[src/hw/dte_pkg.sv]
// shared constants and types for the ds3 transmit overhead/error block
package dte_pkg;

   // register indices; byte address is four times the index
   localparam logic [11:0] DTE_MODE_IDX = 12'h0116;
   localparam logic [11:0] DTE_TCR_IDX  = 12'h0118;
   localparam logic [11:0] DTE_TEIR_IDX = 12'h011a;
   localparam logic [11:0] DTE_RSV0_IDX = 12'h011c;
   localparam logic [11:0] DTE_RSV1_IDX = 12'h011e;

   // reset values and writable bits
   localparam logic [15:0] DTE_TCR_RST   = 16'h0000;
   localparam logic [15:0] DTE_TEIR_RST  = 16'h0000;
   localparam logic [15:0] DTE_MODE_RST  = 16'h0000;
   localparam logic [15:0] DTE_TCR_MASK  = 16'h1c3f;
   localparam logic [15:0] DTE_TEIR_MASK = 16'h0f7f;
   localparam logic [15:0] DTE_MODE_MASK = 16'h0001;

   // overhead bit patterns, indexed by position count
   localparam logic [3:0] DTE_F_PATTERN = 4'h9;
   localparam logic [2:0] DTE_M_PATTERN = 3'h2;

   typedef struct packed {
      logic [2:0] rsv15;
      logic       parity_gen_enable;
      logic       tx_idle_insert;
      logic       cbit_gen_disable;
      logic [3:0] rsv9;
      logic       manual_far_block_err;
      logic       auto_far_block_err_defeat;
      logic       manual_remote_defect;
      logic       auto_remote_defect_defeat;
      logic       frame_gen_disable;
      logic       tx_alarm_indication;
   } dte_tcr_t;

   typedef struct packed {
      logic [3:0] rsv15;
      logic       cbit_parity_err_continuous;
      logic       cbit_parity_err_enable;
      logic       far_block_err_continuous;
      logic       far_block_err_enable;
      logic       rsv7;
      logic       pbit_parity_err_continuous;
      logic       pbit_parity_err_enable;
      logic [1:0] framing_err_type;
      logic       framing_err_enable;
      logic       single_err_trigger;
      logic       err_trigger_source_sel;
   } dte_teir_t;

   typedef enum logic [1:0] {
      DTE_FE_FBIT = 2'h0,
      DTE_FE_MBIT = 2'h1,
      DTE_FE_SEF  = 2'h2,
      DTE_FE_OOMF = 2'h3
   } dte_fe_t;

   // class of each bit position in the ds3 frame
   typedef enum logic [2:0] {
      DTE_POS_PAY  = 3'h0,
      DTE_POS_X    = 3'h1,
      DTE_POS_P    = 3'h2,
      DTE_POS_M    = 3'h3,
      DTE_POS_F    = 3'h4,
      DTE_POS_C    = 3'h5,
      DTE_POS_CPAR = 3'h6,
      DTE_POS_FEBE = 3'h7
   } dte_pos_t;

   typedef struct packed {
      logic     sof;
      dte_pos_t pos;
      logic     data;
   } dte_sym_t;

endpackage

[src/hw/dte_top.sv]
// ds3 transmit overhead generation and error insertion with apb registers
//
// Function
// - parity_gen_enable overwrites p-bits even without frame generation
// - tx_idle_insert puts the idle pattern into the frame
// - m23 mode: c-bits zeroed unless frame_gen_disable or cbit_gen_disable set
// - manual febe: c41..c43 carry inverted manual_far_block_err
// - auto febe from received c-parity or framing errors
// - manual rdi: x1, x2 carry inverted manual_remote_defect
// - auto rdi from received alarm conditions
// - frame_gen_disable passes overhead; insertions may still overwrite
// - tx_alarm_indication puts alarm pattern into payload
// - c-parity errors only when enabled; continuous or single
// - febe errors only when enabled; continuous or single
// - p-parity errors only when enabled; continuous or single
// - framing_err_type picks f-bit, m-bit, sef or oomf error
// - framing errors only while framing_err_enable set
// - rising single_err_trigger inserts one error per enabled type
// - many toggles between opportunities give only one error
// - err_trigger_source_sel picks register bit or external input
// - control at 118h, insertion at 11Ah, 11Ch/11Eh reserved
module dte_top
   import dte_pkg::*;
(
   // clock and reset
   input  wire logic             pclk,
   input  wire logic             presetn,
   // apb slave
   input  wire logic             psel,
   input  wire logic             penable,
   input  wire logic             pwrite,
   input  wire logic [13:0]      paddr,
   input  wire logic [31:0]      pwdata,
   input  wire logic [3:0]       pstrb,
   output logic      [31:0]      prdata,
   output logic                  pready,
   output logic                  pslverr,
   // payload in from upstream
   input  wire logic             in_valid,
   input  wire dte_pkg::dte_sym_t in_sym,
   // line side out
   output logic                  out_valid,
   output dte_pkg::dte_sym_t     out_sym,
   // receive side indications
   input  wire logic             rx_cpar_err,
   input  wire logic             rx_frm_err,
   input  wire logic             rx_alarm,
   // external error insert pin
   input  wire logic             ext_err_insert_input
);
   import dte_pkg::*;

   dte_tcr_t    tcr_ff;
   dte_teir_t   teir_ff;
   logic [15:0] mode_ff;
   logic [31:0] prdata_ff;
   logic        pready_ff;
   logic        pslverr_ff;
   logic        out_valid_ff;
   dte_sym_t    out_sym_ff;

   // apb decode
   logic [11:0] idx;
   logic        setup;
   logic        wr_done;
   logic [15:0] wmask;
   logic [31:0] nxt_prdata;
   logic        nxt_pslverr;
   logic [3:0]  pend_vec;

   assign idx     = paddr[13:2];
   assign setup   = psel && !penable;
   assign wr_done = psel && penable && pready_ff && pwrite;
   assign wmask   = {{8{pstrb[1]}}, {8{pstrb[0]}}};

   // register map decode
   always_comb begin
      nxt_prdata  = 32'h0000_0000;
      nxt_pslverr = 1'b0;
      unique case (idx)
         DTE_TCR_IDX:  nxt_prdata[15:0] = tcr_ff;
         DTE_TEIR_IDX: nxt_prdata[15:0] = teir_ff;
         DTE_MODE_IDX: nxt_prdata[15:0] = {4'h0, pend_vec, mode_ff[7:0]};
         DTE_RSV0_IDX: nxt_prdata = 32'h0000_0000;
         DTE_RSV1_IDX: nxt_prdata = 32'h0000_0000;
         default:      nxt_pslverr = 1'b1;
      endcase
   end

   // no wait state: answer in the cycle after setup
   always_ff @(posedge pclk or negedge presetn) begin
      if (!presetn) begin
         pready_ff  <= 1'b0;
         prdata_ff  <= 32'h0000_0000;
         pslverr_ff <= 1'b0;
      end else begin
         pready_ff <= setup;
         if (setup) begin
            prdata_ff  <= pwrite ? 32'h0000_0000 : nxt_prdata;
            pslverr_ff <= nxt_pslverr;
         end else if (!psel) begin
            pslverr_ff <= 1'b0;
         end
      end
   end

   always_ff @(posedge pclk or negedge presetn) begin
      if (!presetn) begin
         tcr_ff  <= DTE_TCR_RST;
         teir_ff <= DTE_TEIR_RST;
         mode_ff <= DTE_MODE_RST;
      end else if (wr_done) begin
         if (idx == DTE_TCR_IDX) begin
            tcr_ff <= (tcr_ff & ~(wmask & DTE_TCR_MASK))
                    | (pwdata[15:0] & wmask & DTE_TCR_MASK);
         end
         if (idx == DTE_TEIR_IDX) begin
            teir_ff <= (teir_ff & ~(wmask & DTE_TEIR_MASK))
                     | (pwdata[15:0] & wmask & DTE_TEIR_MASK);
         end
         if (idx == DTE_MODE_IDX) begin
            mode_ff <= (mode_ff & ~(wmask & DTE_MODE_MASK))
                     | (pwdata[15:0] & wmask & DTE_MODE_MASK);
         end
      end
   end

   // external pin: three stages, accepted once the last two agree
   logic ext_s1_ff;
   logic ext_s2_ff;
   logic ext_s3_ff;
   logic ext_filt_ff;
   logic ext_prev_ff;
   logic single_err_trigger_prev_ff;

   always_ff @(posedge pclk or negedge presetn) begin
      if (!presetn) begin
         ext_s1_ff   <= 1'b0;
         ext_s2_ff   <= 1'b0;
         ext_s3_ff   <= 1'b0;
         ext_filt_ff <= 1'b0;
      end else begin
         ext_s1_ff <= ext_err_insert_input;
         ext_s2_ff <= ext_s1_ff;
         ext_s3_ff <= ext_s2_ff;
         if (ext_s2_ff == ext_s3_ff) begin
            ext_filt_ff <= ext_s3_ff;
         end
      end
   end

   // both edge detectors always run so a source switch is clean
   always_ff @(posedge pclk or negedge presetn) begin
      if (!presetn) begin
         ext_prev_ff  <= 1'b0;
         single_err_trigger_prev_ff <= 1'b0;
      end else begin
         ext_prev_ff  <= ext_filt_ff;
         single_err_trigger_prev_ff <= teir_ff.single_err_trigger;
      end
   end

   logic trig_reg;
   logic trig_ext;
   logic trig;
   assign trig_reg = teir_ff.single_err_trigger && !single_err_trigger_prev_ff;
   assign trig_ext = ext_filt_ff && !ext_prev_ff;
   assign trig = teir_ff.err_trigger_source_sel ? trig_ext : trig_reg;

   logic       frame_start;
   logic       arm_frm;
   logic       arm_p;
   logic       arm_c;
   logic       arm_fb;
   assign frame_start = in_valid && in_sym.sof;

   dte_err_arm u_arm_frm (
      .pclk        (pclk),
      .presetn     (presetn),
      .enable      (teir_ff.framing_err_enable),
      .continuous  (1'b0),
      .trigger     (trig),
      .frame_start (frame_start),
      .pending     (pend_vec[0]),
      .armed       (arm_frm)
   );
   dte_err_arm u_arm_p (
      .pclk        (pclk),
      .presetn     (presetn),
      .enable      (teir_ff.pbit_parity_err_enable),
      .continuous  (teir_ff.pbit_parity_err_continuous),
      .trigger     (trig),
      .frame_start (frame_start),
      .pending     (pend_vec[1]),
      .armed       (arm_p)
   );
   dte_err_arm u_arm_c (
      .pclk        (pclk),
      .presetn     (presetn),
      .enable      (teir_ff.cbit_parity_err_enable),
      .continuous  (teir_ff.cbit_parity_err_continuous),
      .trigger     (trig),
      .frame_start (frame_start),
      .pending     (pend_vec[2]),
      .armed       (arm_c)
   );
   dte_err_arm u_arm_fb (
      .pclk        (pclk),
      .presetn     (presetn),
      .enable      (teir_ff.far_block_err_enable),
      .continuous  (teir_ff.far_block_err_continuous),
      .trigger     (trig),
      .frame_start (frame_start),
      .pending     (pend_vec[3]),
      .armed       (arm_fb)
   );

   // frame position counters, parity and febe latches
   logic [4:0] f_cnt_ff;
   logic [1:0] m_cnt_ff;
   logic [1:0] pat_ff;
   logic       par_acc_ff;
   logic       par_ff;
   logic       err_acc_ff;
   logic       febe_ff;
   logic [4:0] f_cnt;
   logic [1:0] m_cnt;
   logic       gen;
   logic       m23;
   logic       d;
   logic       is_pay;

   assign f_cnt = in_sym.sof ? 5'h00 : f_cnt_ff;
   assign m_cnt = in_sym.sof ? 2'h0 : m_cnt_ff;
   assign gen   = !tcr_ff.frame_gen_disable;
   assign m23   = !mode_ff[0];
   assign is_pay = in_sym.pos == DTE_POS_PAY;

   // overhead generation then error insertion, one bit per valid
   always_comb begin
      d = in_sym.data;
      if (m23 && (in_sym.pos == DTE_POS_C || in_sym.pos == DTE_POS_CPAR
                  || in_sym.pos == DTE_POS_FEBE)) begin
         if (gen && !tcr_ff.cbit_gen_disable) begin
            d = 1'b0;
         end
      end else begin
         unique case (in_sym.pos)
            DTE_POS_PAY: begin
               if (tcr_ff.tx_alarm_indication) begin
                  d = ~pat_ff[0];
               end else if (tcr_ff.tx_idle_insert) begin
                  d = ~pat_ff[1];
               end
            end
            DTE_POS_F: begin
               // pass through when generation is off
               if (gen) begin
                  d = DTE_F_PATTERN[f_cnt[1:0]];
               end
               if (arm_frm && (teir_ff.framing_err_type == DTE_FE_SEF ||
                   (teir_ff.framing_err_type == DTE_FE_FBIT
                    && f_cnt == 5'h00))) begin
                  d = ~d;
               end
            end
            DTE_POS_M: begin
               if (gen) begin
                  d = DTE_M_PATTERN[m_cnt];
               end
               if (arm_frm && (teir_ff.framing_err_type == DTE_FE_OOMF ||
                   (teir_ff.framing_err_type == DTE_FE_MBIT
                    && m_cnt == 2'h0))) begin
                  d = ~d;
               end
            end
            DTE_POS_X: begin
               if (gen) begin
                  d = tcr_ff.auto_remote_defect_defeat
                    ? ~tcr_ff.manual_remote_defect : ~rx_alarm;
               end
            end
            DTE_POS_P: begin
               if (gen || tcr_ff.parity_gen_enable) begin
                  d = par_ff;
               end
               if (arm_p) begin
                  d = ~d;
               end
            end
            DTE_POS_CPAR: begin
               if (gen) begin
                  d = par_ff;
               end
               if (arm_c) begin
                  d = ~d;
               end
            end
            DTE_POS_FEBE: begin
               if (gen) begin
                  d = tcr_ff.auto_far_block_err_defeat
                    ? ~tcr_ff.manual_far_block_err : ~febe_ff;
               end
               if (arm_fb) begin
                  d = 1'b0;
               end
            end
            DTE_POS_C: begin
               d = in_sym.data;
            end
         endcase
      end
   end

   // counters advance only on valid bits
   always_ff @(posedge pclk or negedge presetn) begin
      if (!presetn) begin
         f_cnt_ff <= 5'h00;
         m_cnt_ff <= 2'h0;
         pat_ff   <= 2'h0;
      end else if (in_valid) begin
         f_cnt_ff <= (in_sym.pos == DTE_POS_F) ? f_cnt + 5'h01 : f_cnt;
         if (in_sym.pos == DTE_POS_M) begin
            m_cnt_ff <= (m_cnt == 2'h2) ? 2'h0 : m_cnt + 2'h1;
         end else begin
            m_cnt_ff <= m_cnt;
         end
         if (is_pay) begin
            pat_ff <= pat_ff + 2'h1;
         end
      end
   end

   // parity of the outgoing payload, used by the following frame
   always_ff @(posedge pclk or negedge presetn) begin
      if (!presetn) begin
         par_acc_ff <= 1'b0;
         par_ff     <= 1'b0;
      end else if (in_valid) begin
         if (in_sym.sof) begin
            par_ff     <= par_acc_ff;
            par_acc_ff <= is_pay && d;
         end else begin
            par_acc_ff <= par_acc_ff ^ (is_pay && d);
         end
      end
   end

   // receive errors in one frame flag febe in the next
   always_ff @(posedge pclk or negedge presetn) begin
      if (!presetn) begin
         err_acc_ff <= 1'b0;
         febe_ff    <= 1'b0;
      end else if (frame_start) begin
         febe_ff    <= err_acc_ff || rx_cpar_err || rx_frm_err;
         err_acc_ff <= 1'b0;
      end else if (rx_cpar_err || rx_frm_err) begin
         err_acc_ff <= 1'b1;
      end
   end

   // output register, one cycle of latency
   always_ff @(posedge pclk or negedge presetn) begin
      if (!presetn) begin
         out_valid_ff <= 1'b0;
         out_sym_ff   <= '0;
      end else begin
         out_valid_ff <= in_valid;
         if (in_valid) begin
            out_sym_ff <= '{sof: in_sym.sof, pos: in_sym.pos, data: d};
         end
      end
   end

   assign prdata    = prdata_ff;
   assign pready    = pready_ff;
   assign pslverr   = pslverr_ff;
   assign out_valid = out_valid_ff;
   assign out_sym   = out_sym_ff;

   // last payload bit out; payload bits are not adjacent on the line
   logic pay_last_ff;
   logic ais_run_ff;
   always_ff @(posedge pclk or negedge presetn) begin
      if (!presetn) begin
         pay_last_ff <= 1'b0;
         ais_run_ff  <= 1'b0;
      end else if (in_valid && is_pay) begin
         pay_last_ff <= d;
         ais_run_ff  <= tcr_ff.tx_alarm_indication;
      end
   end
endmodule

[src/hw/dte_err_arm.sv]
// per-type error arming: single pending request and per-frame arm
module dte_err_arm (
   // clock and reset
   input  wire logic pclk,
   input  wire logic presetn,
   // control
   input  wire logic enable,
   input  wire logic continuous,
   input  wire logic trigger,
   input  wire logic frame_start,
   // state
   output logic      pending,
   output logic      armed
);
   logic pend_ff;
   logic arm_ff;
   logic nxt_pend;
   logic nxt_arm;

   // one pending, consumed at frame start
   // a trigger on the frame start goes straight into the arm
   always_comb begin
      nxt_pend = pend_ff;
      nxt_arm  = arm_ff;
      if (!enable) begin
         nxt_pend = 1'b0;
      end else if (frame_start) begin
         nxt_pend = 1'b0;
      end else if (trigger && !continuous) begin
         nxt_pend = 1'b1;
      end
      if (frame_start) begin
         nxt_arm = enable && (continuous || pend_ff || trigger);
      end
   end

   always_ff @(posedge pclk or negedge presetn) begin
      if (!presetn) begin
         pend_ff <= 1'b0;
         arm_ff  <= 1'b0;
      end else begin
         pend_ff <= nxt_pend;
         arm_ff  <= nxt_arm;
      end
   end

   assign pending = pend_ff;
   // clearing the enable stops an error already under way
   assign armed   = arm_ff && enable;
endmodule

[config.mk]
export PLATFORM = sky130hd
export DESIGN_NAME = dte_top
export DESIGN_NICKNAME = d
export VERILOG_FILES = /design/src/hw/dte_pkg.sv /design/src/hw/dte_top.sv /design/src/hw/dte_err_arm.sv
export SDC_FILE = /design/constraint.sdc
export NUM_CORES = 1
export LEC_CHECK = 0
export ABC_AREA = 0
export BUFFER_PORTS_ARGS = -buffer_cell sky130_fd_sc_hd__buf_2
export CORE_AREA = 2 2 82 100
export CTS_BUF_LIST = sky130_fd_sc_hd__clkbuf_16
export DETAILED_ROUTE_END_ITERATION = 8
export DIE_AREA = 0 0 84 102
export PLACE_DENSITY_LB_ADDON = 0.05
export REMOVE_ABC_BUFFERS = 1
export SYNTH_ARGS = -nofsm -noshare
export SYNTH_HDL_FRONTEND = slang
export SYNTH_HIERARCHICAL = 1
export SYNTH_SLANG_ARGS = --single-unit
[constraint.sdc]
create_clock -name pclk -period 1.9 [get_ports pclk]
set_input_delay 0.19 -clock pclk [delete_from_list [all_inputs] [get_ports pclk]]
set_output_delay 0.19 -clock pclk [all_outputs]
set_load 0.02 [all_outputs]
## Word-level counts from Yosys, hierarchy flattened

Cells that the tools add are included.

| storage, ports and cells | value |
|---|---|
| output and inout port bits | 40 |
| logic and storage cells | 216 |
| bits in registers | 115 |
| bits of input ports | 65 |

| cells by class | value |
|---|---|
| bitwise gates (word level) | 21 |
| order comparisons | 2 |
| equal/unequal tests | 22 |
| $add $sub $neg | 3 |
| reduce and logical (&&, ||, !) cells | 60 |
| multiplexer cells | 56 |

Operator list:

| operator | count |
|---|---|
| == test 12 x 9 -> 1 bit, second input constant | 5 |
| AND 16 bit | 3 |
| case mux 16 bit (3 select lines) | 1 |
| 2-to-1 mux 1 bit | 46 |
| logical AND 1 bit | 25 |
| 2-to-1 mux 16 bit | 1 |
| NOT 1 -> 16 bit | 1 |
| NOT 12 -> 16 bit | 1 |
| NOT 13 -> 16 bit | 1 |
| OR 16 x 1 -> 16 bit | 1 |
| OR 16 x 12 -> 16 bit | 1 |
| OR 16 x 13 -> 16 bit | 1 |
| logical OR 1 bit | 15 |
| AND 13 bit | 1 |
| == test 3 bit, second input constant | 4 |
| != test 3 x 1 -> 1 bit, second input constant | 4 |
| 2-to-1 mux 5 bit | 2 |
| NOT 1 bit | 10 |
| AND reduction 2 bit | 5 |
| zero test 1 bit | 9 |
| case mux 1 bit (8 select lines) | 1 |
| == test 2 bit, second input constant | 3 |
| == test 3 x 2 -> 1 bit, second input constant | 2 |
| less-than comparator 2 x 3 -> 1 bit, second input constant | 2 |
| 14 further kinds | 19 |

## Logic depth before layout (Yosys ltp)

Gate-level depths: netlist of run 1.

| logic depth | value |
|---|---|
| word-level depth | 13 |
| gate-level depth with buffers | 8 |

## Cells and area by module

The synthesis of run 1 kept the hierarchy.

By module, submodules not included:

| module | cells an instance | area each (um^2) | seq. area each (um^2) | instances |
|---|---|---|---|---|
| dte_top | 282 | 3,039.2 | 1,501.4 | 1 |
| dte_err_arm | 9 | 93.8 | 50.0 | 4 |

## Worst setup path before layout of run 1

Ideal clock, no wire load.

| path | value |
|---|---|
| path type | input port to flip-flop |
| start point | in in_sym[4] (netlist bit) |
| end point | reg out_sym_ff (netlist bit out_sym[0]) |
| cell stages on the path | 8 |
| setup time | 0.082 ns |
| setup slack | 0.054 ns |
| arrival time | 1.764 ns |
| cell sequence | clkbuf_1 > nand2b_1 > ha_1 > or4b_2 > a21oi_1 > xor2_1 > nand2_1 > a31oi_1 |

| between the ends | value |
|---|---|
| cells in the longest elaborated chain, start to end | 10 |

Ends and longest elaborated chain:

| what | RTL line | text |
|---|---|---|
| from (decl) | dte_top.sv:40 | `input wire dte_pkg::dte_sym_t in_sym,` |
| 2-to-1 mux 2 bit / 2-to-1 mux 5 bit (equally long branches) | dte_top.sv:234, dte_top.sv:233 |  |
| binary-select mux 1 bit (select 2 bit) (on tied branches) | dte_top.sv:269, dte_top.sv:259 |  |
| 2-to-1 mux 1 bit (on tied branches) | dte_top.sv:269, dte_top.sv:259 |  |
| 2-to-1 mux 1 bit (on tied branches) | dte_top.sv:268, dte_top.sv:258 |  |
| 2-to-1 mux 1 bit | dte_top.sv:248 | `unique case (in_sym.pos)` |
| 2-to-1 mux 1 bit | dte_top.sv:242 | `if (m23 && (in_sym.pos == DTE_POS_C \|\| in_sym.pos == DTE_POS_CPAR` |
| NOT 1 bit (on tied branches) | dte_top.sv:274, dte_top.sv:264 |  |
| 2-to-1 mux 1 bit (on tied branches) | dte_top.sv:271, dte_top.sv:261 |  |
| case mux 1 bit (8 select lines) (*) | dte_top.sv:248 |  |
| 2-to-1 mux 1 bit (*) | dte_top.sv:242 |  |
| to (signal assigned) | dte_top.sv:370 | `out_sym_ff <= '{sof: in_sym.sof, pos: in_sym.pos, data: d};` |
| to (decl) | dte_top.sv:60 | `dte_sym_t out_sym_ff;` |

Every way passes the cells marked *; elsewhere a longest branch is shown, timed or not. The select of a mux whose other input is x is not followed.
A chain may end at the register's enable or synchronous reset.

## Final worst setup path of run 1

| path | value |
|---|---|
| start point | reg f_cnt_ff[1] |
| end point | reg out_sym_ff (netlist bit out_sym[0]) |

| between the ends | value |
|---|---|
| cells in the longest elaborated chain, start to end | 10 |

Ends and longest elaborated chain:

| what | RTL line | text |
|---|---|---|
| from (decl) | dte_top.sv:219 | `logic [4:0] f_cnt_ff;` |
| from (signal assigned) | dte_top.sv:322 | `f_cnt_ff <= (in_sym.pos == DTE_POS_F) ? f_cnt + 5'h01 : f_cnt;` |
| 2-to-1 mux 5 bit (*) | dte_top.sv:233 | `assign f_cnt = in_sym.sof ? 5'h00 : f_cnt_ff;` |
| binary-select mux 1 bit (select 2 bit) | dte_top.sv:259 | `d = DTE_F_PATTERN[f_cnt[1:0]];` |
| 2-to-1 mux 1 bit (not written as such) | dte_top.sv:259 |  |
| 2-to-1 mux 1 bit | dte_top.sv:258 | `if (gen) begin` |
| 2-to-1 mux 1 bit | dte_top.sv:248 |  |
| 2-to-1 mux 1 bit | dte_top.sv:242 |  |
| NOT 1 bit | dte_top.sv:264 | `d = ~d;` |
| 2-to-1 mux 1 bit (*) | dte_top.sv:261 | `if (arm_frm && (teir_ff.framing_err_type == DTE_FE_SEF \|\|` |
| case mux 1 bit (8 select lines) (*) | dte_top.sv:248 |  |
| 2-to-1 mux 1 bit (*) | dte_top.sv:242 |  |

Marks and branches as above.

==> results of run 1 <==
-- metal layers --
metal	vias up	part of all wire [%]	track usage, %	routed length, um
li1	1248	-	-	-
met1	1242	43	23.0	3350
met2	58	52	35.4	4010
met3	7	4.1	4.77	319
met4	0	1.2	6.08	97
met5	-	0	0	0
-- power groups by stage --
stage	logic, uW	clock network, uW	registers (uW)
4_1_cts	342	1740	1550
5_1_grt	378	1830	1560
6_report	339	1700	1550
2_1_floorplan	160	0	1590
3_5_place_dp	338	0	1570
3_3_place_gp	333	0	1570
-- worst paths after layout --
check,startpoint,to,cells after the start
max in group asynchronous,presetn,par_acc_ff,3
hold / removal,pwdata[9],flip-flop,2
setup / recovery,f_cnt_ff[1],out_sym[0],7
setup reg to reg,f_cnt_ff[1],out_sym[0],7
hold reg to reg,ext_s1_ff,ext_s2_ff,0
min in group asynchronous,presetn,out_valid,2
-- repair_timing --
action	CTS	global route
hold buffers	2	0
gates resized for setup	0	2
endpoints found under the setup margin	0	1
hold endpoints to repair	16	0
-- per-stage QoR --
stage | utilization, % | setup WS (ps) | power, uW | instances | setup TNS (ps)
after floorplan | - | 149 | 1750 | 307 | 0
after global placement | 50.7 | 11.6 | 1910 | 475 | 0
after detailed placement | 50.7 | -8.70 | 1910 | 475 | -24.1
after CTS | 55.0 | 41.3 | 3630 | 493 | 0
after global routing | 55.1 | 22.8 | 3760 | 493 | 0
final | 55.1 | 162 | 3590 | 493 | 0
-- layout make-up --
type / count / area, sq um
clock buffers: 9 / 225
clock inverters: 7 / 81.3
fillers: 673 / 3400
inverters: 17 / 63.8
multi-input cells: 222 / 1520
flip-flops and latches: 68 / 1700
well taps: 92 / 115
repair buffers: 78 / 465
-- cell families (layout without fill, tap and decap cells) --
kind of cell,count (synthesis),count (layout)
mux,32,32
fa+ha+maj,3,3
flops,68,68
other cells,1,22
compound gates,66,66
xor+xnor,7,7
buf+inv,49,111
simple gates,92,92
-- cell usage in the layout (no fill, tap or decap), types with 5 or more instances in the layout --
master     synthesis  routed
buf_2              2      60
o21ai_1           14      14
clkbuf_16          0       9
o21ai_0           12      12
buf_4             22      14
inv_1             17      17
nor2b_1            9       9
and2_1             5       5
a21oi_1            6       5
mux2i_1            6       6
nand2_1           28      28
conb_1             1      22
nor2_1             9       9
dfrtp_1           68      68
and3_1             5       5
mux2_2            26      26
nand2b_1           9       9
a22oi_1            7       7
nor3_1            10      10
-- critical path: stages (launching register included) --
cell,delay [ps]
dfrtp_1,400
nand2b_1,100
ha_1,160
or4b_4,470
a21oi_2,150
xor2_1,150
nand2_1,70
a31oi_1,160
==> summary.md, run 1 <==
| Metric | Value |
|---|---|
| Vias | `2555` |
| Clock Skews | `5.30 ps` |
| Placed Area | `0.00384 sq mm` |
| CTS tree | `built` |
| PortBufs | `60` |
| Fraction of layout cells with a size suffix above 1 | `31.4%` |
| Initial antenna violation count | `0` |
| Total wire length | `7780 um` |
| Later-pin clock latency in the skew report | `330 ps` |
| Most frequent cell after synthesis | `dfrtp_1` |
| Synth Area in Adders | `1.03%` |
| Placement Rows | `35` |
| Register area share after synthesis | `49.8%` |
| Clk pin slew, worst setup/hold paths | `60 ps` |
| Worst Path Max Fanout | `3` |
| Die Width | `84 um` |
| Distinct cells, synth | `53` |
| Final Critical Period | `1740 ps` |
| Sequential Power Share | `43.1%` |
| Yosys top cell by area | `dfrtp_1` |
| Die Ht | `102 um` |
| Area Growth Syn to Fin | `22.2%` |
| Crit path launch type | `flip-flop` |
| Pins over their slew limit | `0` |
| Sw frac | `25.4%` |
| Crit share post-route | `91.4%` |
| Detailed Place HPWL | `5790 um` |
| Commonest cells post-synth | `68 x dfrtp_1, 28 x nand2_1, 26 x mux2_2` |
| WS Path Type | `flip-flop to flip-flop` |
| DRT antenna net count | `0` |
| Synth top area share | `49.8%` |
| CTS root buf | `clkbuf_16` |
| WP data arrival | `1990 ps` |
| Status | `completed` |
| Post-Syn Area | `0.00341 sq mm` |
| #FFs+latches synth | `68` |
| CTS buffer count | `9` |
| Cell internal pwr | `2680 uW` |
| Largest net degree at the start of global routing | `29` |
| Ant diodes | `0` |
| CTS sink count | `68` |
| Mean Syn Cell Area | `10.7 sq um` |
| CTS H-Tree Depth | `3` |
| Fmax | `0.576 GHz` |
| Initial DRC count | `119` |
| Cell Pwr Density | `860 mW/mm^2` |
| Number of global-route vias before repair | `2625` |
| RePlAce Congestion | `0.783` |
| Fin area | `0.00417 sq mm` |
| Die Area | `0.00857 sq mm` |
| Area share of xor/xnor cells in the synthesized design | `1.80%` |
| DR WL/cell | `15.8 um` |
| Top cells by area, synth | `dfrtp_1 50%, mux2_2 8.6%, buf_4 4.8%, nand2_1 3.1%, o21ai_1 2.1%` |
| Required time of the critical path | `2150 ps` |
| Final hold slack | `88.1 ps` |
| Synth Area in Compound Gates | `13.2%` |
| CTS Buffer Depth | `2` |
| RSZ-0062 raised after global routing | `no` |
| Syn Inst Count | `318` |
| Mux cell area share after synthesis | `10.3%` |
| Via-per-instance ratio | `5.18` |
| First-pass detailed-route iteration total | `5` |
| Syn. warnings | `6` |
| Leakage | `0.00211 uW` |
| Max Cap Viol | `0` |
| Comb power frac | `9.4%` |
| Final Setup Violations | `0` |
| FF-to-FF setup slack | `160 ps` |
| Core area | `0.00758 sq mm` |
| I/O pin cnt | `105` |
| VDD IR max | `569 uV` |
| Largest family of logic cells by synthesized area | `simple AND/OR/NAND/NOR gates` |
| Drt drc | `0` |
| Final hold vios | `0` |
| Grt ovf | `0` |
| Initial Util | `45.1%` |
| Ys flop type | `dfrtp_1` |
| HP Class | `primary input to flip-flop` |
| Layout Nets | `463` |
| Setup bufs post-CTS | `0` |
| Clock group share of total power | `47.4%` |
| Crit. End Element | `flip-flop` |
| Async SR Flop Fraction | `100%` |
| First-pass GRT wire length | `12800 um` |
| GRT Util Overall | `19.5%` |
| Switching Power | `910 uW` |
| Post-synth EDFFs | `0` |
| Post-Synth Simple-Gate Area | `15.6%` |
Power figures use the tool's default switching activity.
==> inputs of run 2 (changes only) <==
GPL_TIMING_DRIVEN = 0   (was default)
==> summary.md, run 2 (synthesis results as in run 1) <==
| Metric | Value |
|---|---|
| RePlAce Congestion | `0.803` |
| Util after Layout | `53.2%` |
| Number of global-route vias before repair | `2458` |
| CTS tree | `built` |
| Pins over their slew limit | `0` |
| Register area | `0.00170 sq mm` |
| Drt drc | `0` |
| Placement Rows | `35` |
| Status | `finished with violations` |
| Die Width | `84 um` |
| Final Critical Period | `1760 ps` |
| HP Class | `primary input to asynchronous set/reset pin` |
| Total wire length | `7780 um` |
| Initial Util | `45.1%` |
| First-pass GRT wire length | `12600 um` |
| Leakage | `0.00203 uW` |
| Fin area | `0.00403 sq mm` |
| Critical path depth | `7` |
| Required time of the critical path | `2150 ps` |
| Crit share post-route | `92.7%` |
| Final hold slack | `-33.0 ps` |
| VDD IR max | `470 uV` |
| Core area | `0.00758 sq mm` |
| Area Growth Syn to Fin | `18.1%` |
| Worst path bufs/invs | `0` |
| Worst-margin pin slew | `960 ps` |
| Commonest non-fill, non-tap cells in the layout | `67 x dfrtp_1, 59 x buf_2, 28 x nand2_1, 26 x mux2_2, 22 x conb_1` |
| Die Ht | `102 um` |
| First-pass detailed-route iteration total | `5` |
| Crit. End Element | `flip-flop` |
| Fraction of layout cells with a size suffix above 1 | `29.5%` |
| CTS buffer count | `9` |
| Layout Nets | `448` |
| DR WL/cell | `16.3 um` |
| I/O pin cnt | `105` |
| Largest net degree at the start of global routing | `69` |
| Fmax | `0.568 GHz` |
| Via-per-instance ratio | `5.28` |
| PortBufs | `60` |
| Failing checks | `negative hold slack` |
| Slew margin rel. | `35.8%` |
| CTS sink count | `68` |
| Max Cap Viol | `0` |
| GRT Util Overall | `19.1%` |
| Delay-heaviest family, CP | `simple AND/OR/NAND/NOR gates` |
| Detailed Place HPWL | `5510 um` |
| Final hold vios | `14` |
| RSZ-0062 raised after global routing | `no` |
| Clock Skews | `5.25 ps` |
| Cell Pwr Density | `877 mW/mm^2` |
| Later-pin clock latency in the skew report | `330 ps` |
| Fill cells | `728` |
| Commonest non-fill, non-tap cell in the layout | `dfrtp_1` |
| R2R cell count | `7` |
| Slowest CP cell | `or4b_4` |
| Placed Area | `0.00370 sq mm` |
| CTS root buf | `clkbuf_16` |
| CTS Buffer Depth | `2` |
| Worst Path Max Fanout | `2` |
| Final Setup Violations | `0` |
| Initial DRC count | `123` |
| Grt ovf | `0` |
| DRT antenna net count | `0` |
| WS Path Type | `flip-flop to flip-flop` |
| Clk pin slew, worst setup/hold paths | `60 ps` |
| WP data arrival | `2010 ps` |
| Die Area | `0.00857 sq mm` |
| CP Cell Sequence | `nand2b_1 > ha_2 > or4b_4 > a21oi_2 > xor2_1 > nand2_1 > a31oi_1` |
| Ant diodes | `0` |
| CTS H-Tree Depth | `3` |
| Initial antenna violation count | `0` |
| Placed Cells | `460` |
| Crit path launch type | `flip-flop` |
| Area of the multi-input gates | `0.00152 sq mm` |
| Post-route insts no fill | `478` |
| Max stage delay on crit path | `460 ps` |
| PnR Total Power | `3540 uW` |
| Vias | `2524` |
[run 2: worst paths after layout]
check / to / start / slack [ps]
min in group pclk: flip-flop / pwdata[9] / 90
max reg2reg: out_sym[0] / f_cnt_ff[0] / 140
max: out_sym[0] / f_cnt_ff[0] / 140
min reg2reg: ext_s2_ff / ext_s1_ff / 350
max in group asynchronous: asynchronous set/reset pin / presetn / 1310
min: out_valid / presetn / -30
[run 2: area by class of cell]
class | instances | area share, %
sequential | 68 | 42.2
multi-input combinational | 222 | 37.8
timing repair buffer | 63 | 8.13
clock buffer | 9 | 5.58
tap | 92 | 2.85
clock inverter | 7 | 1.86
inverter | 17 | 1.58
[run 2: per-layer routing]
metal | share of wire [%] | wire length, um | GRT usage, % | vias up
met5 | 0 | 0 | 0 | -
met4 | 1.3 | 102 | 8.06 | 0
met3 | 3.2 | 248 | 3.23 | 7
met2 | 50 | 3890 | 31.9 | 57
met1 | 45 | 3530 | 24.9 | 1246
li1 | - | - | - | 1214
[run 2: through the flow]
step           setup slack [ps]  setup TNS [ps]
5_1_grt                    24.9               0
3_5_place_dp               -186           -2860
6_report                    139               0
2_1_floorplan               149               0
4_1_cts                     130               0
3_3_place_gp               -649           -7980
[run 2: worst reg2reg max path, cell delays in order (launching register included)]
cell      delay, ps
dfrtp_1         390
nand2b_1        110
ha_2            180
or4b_4          460
a21oi_2         170
xor2_1          160
nand2_1          70
a31oi_1         130
[run 2: power by group]
part           leakage [uW]  internal, uW  switching (uW)
Sequential         0.000910          1510            39.6
Combinational      0.000975           121             202
Clock              0.000150          1020             644
Total               0.00203          2650             886
[run 2: repair_timing]
action                                 in CTS  in global routing
buffers inserted                            1                  0
resized for setup                           3                  1
setup endpoints to repair                   1                  1
hold buffers                                1                  0
endpoints found under the hold margin       1                  0
pin swaps                                   1                  0
==> inputs of run 3 (changes only) <==
SKIP_CTS_REPAIR_TIMING = 1   (was default)
clock period = 1.6 ns   (was 1.9 ns; I/O delays follow)
==> summary.md, run 3 (synthesis results as in run 1) <==
| Metric | Value |
|---|---|
| Status | `finished with violations` |
| Failing checks | `negative hold slack, negative setup slack` |
| CTS Buffer Depth | `2` |
| Fin area | `0.00409 sq mm` |
| Max Cap Viol | `0` |
| CTS sink count | `68` |
| Core area | `0.00758 sq mm` |
| Final Setup Violations | `1` |
| DR WL/cell | `16.4 um` |
| WS Path Type | `flip-flop to flip-flop` |
| Initial antenna violation count | `0` |
| Die Width | `84 um` |
| Switching Power | `1050 uW` |
| Final Critical Period | `1800 ps` |
| Cell Pwr Density | `1030 mW/mm^2` |
| PortBufs | `60` |
| Setup ws final | `-198 ps` |
| I/O pin cnt | `105` |
| Initial DRC count | `103` |
| FF-to-FF setup slack | `-200 ps` |
| R2R cell count | `7` |
| RSZ-0062 raised after global routing | `yes` |
| CTS tree | `built` |
| Clock group share of total power | `47.0%` |
| Crit path launch type | `flip-flop` |
| Crit share post-route | `112%` |
| Vias | `2552` |
| CTS root buf | `clkbuf_16` |
| Crit. End Element | `flip-flop` |
| Sw frac | `25.0%` |
| Number of global-route vias before repair | `2447` |
| Later-pin clock latency in the skew report | `330 ps` |
| Area Growth Syn to Fin | `19.6%` |
| Final hold vios | `64` |
| Reg2Reg Capture Point | `out_sym[0]` |
| WP data arrival | `2050 ps` |
| Leakage | `0.00205 uW` |
| Detailed Place HPWL | `5510 um` |
| Total wire length | `7850 um` |
| Register area | `0.00170 sq mm` |
| CTS H-Tree Depth | `3` |
| HP Class | `primary input to asynchronous set/reset pin` |
| Fmax | `0.556 GHz` |
| Placement Rows | `35` |
| Fill cells | `728` |
| Pins over their slew limit | `0` |
| Commonest non-fill, non-tap cells in the layout | `67 x dfrtp_1, 59 x buf_2, 28 x nand2_1, 26 x mux2_2, 22 x conb_1` |
| Required time of the critical path | `1850 ps` |
| Slew margin rel. | `40.5%` |
| Worst-margin pin slew | `892 ps` |
| VDD IR max | `559 uV` |
| Largest net degree at the start of global routing | `69` |
| Clk pin slew, worst setup/hold paths | `60 ps` |
| Clock Skews | `5.00 ps` |
| Cell internal pwr | `3150 uW` |
| CTS buffer count | `9` |
| Drt drc | `0` |
| Commonest non-fill, non-tap cell in the layout | `dfrtp_1` |
| RePlAce Congestion | `0.803` |
| Ant diodes | `0` |
| Grt ovf | `0` |
| DRT antenna net count | `0` |
| Die Area | `0.00857 sq mm` |
| Area of the multi-input gates | `0.00156 sq mm` |
| Placed Area | `0.00370 sq mm` |
| Die Ht | `102 um` |
| Worst Path Max Fanout | `3` |
| Fraction of layout cells with a size suffix above 1 | `31.7%` |
| First-pass detailed-route iteration total | `5` |
| Via-per-instance ratio | `5.32` |
| Layout Nets | `450` |
| GRT Util Overall | `19.0%` |
| First-pass GRT wire length | `12500 um` |
| Final hold slack | `-82.7 ps` |
| Reg2reg start | `f_cnt_ff[0]` |
| Initial Util | `45.1%` |
| Comb power frac | `9.2%` |
| Sequential Power Share | `43.8%` |
| PnR Total Power | `4210 uW` |
[run 3: cell types whose count changed in the layout (fill, tap and decap cells not counted), sizes merged]
cell / delta
buf: +2
[run 3: layout make-up]
class | instances | area share (%)
Clock buffer | 9 | 5.51
Clock inverter | 7 | 1.84
Inverter | 17 | 1.56
Multi-Input combinational cell | 222 | 38.2
Sequential cell | 68 | 41.7
Tap cell | 92 | 2.82
Timing Repair Buffer | 65 | 8.39
[run 3: routing by layer]
metal / wire [um] / global-route usage (%)
met1: 3510 / 24.7
met2: 3980 / 31.9
met4: 102 / 7.82
met3: 256 / 3.23
met5: 0 / 0
[run 3: worst max-delay path: stages (launching register included)]
cell,delay (ps)
dfrtp_1,400
nand2b_1,110
ha_2,190
or4b_4,460
a21oi_2,170
xor2_1,160
nand2_1,70
a31oi_1,170
[run 3: through the flow]
stage                     util, %  worst slack [ps]  setup TNS [ps]  instances  hold WS [ps]
after detailed placement     48.9              -456          -12460        460           270
final                        53.9              -198            -198        480         -82.7
after global routing         53.9              -298            -335        480          29.2
after floorplan                 -              -134           -1370        307          -136
after global placement       48.8              -919          -18800        459           270
after CTS                    52.9              -327           -1610        476         -75.9
[run 3: worst max path at each step]
stage,start,to,slack [ps],cells past startpoint
after floorplan,f_cnt_ff[1],out_sym[0],-130,7
after global placement,paddr[9],prdata[10],-920,6
after detailed placement,paddr[9],prdata[6],-460,7
after CTS,f_cnt_ff[0],out_sym[0],-330,7
after global routing,f_cnt_ff[0],out_sym[0],-300,7
final,f_cnt_ff[0],out_sym[0],-200,7
[run 3: power by group through the flow]
stage	Combinational (uW)	Sequential, uW	Clock, uW
6_report	389	1840	1980
5_1_grt	435	1850	2100
4_1_cts	379	1840	2020
3_5_place_dp	376	1870	0
3_3_place_gp	371	1870	0
2_1_floorplan	190	1880	0
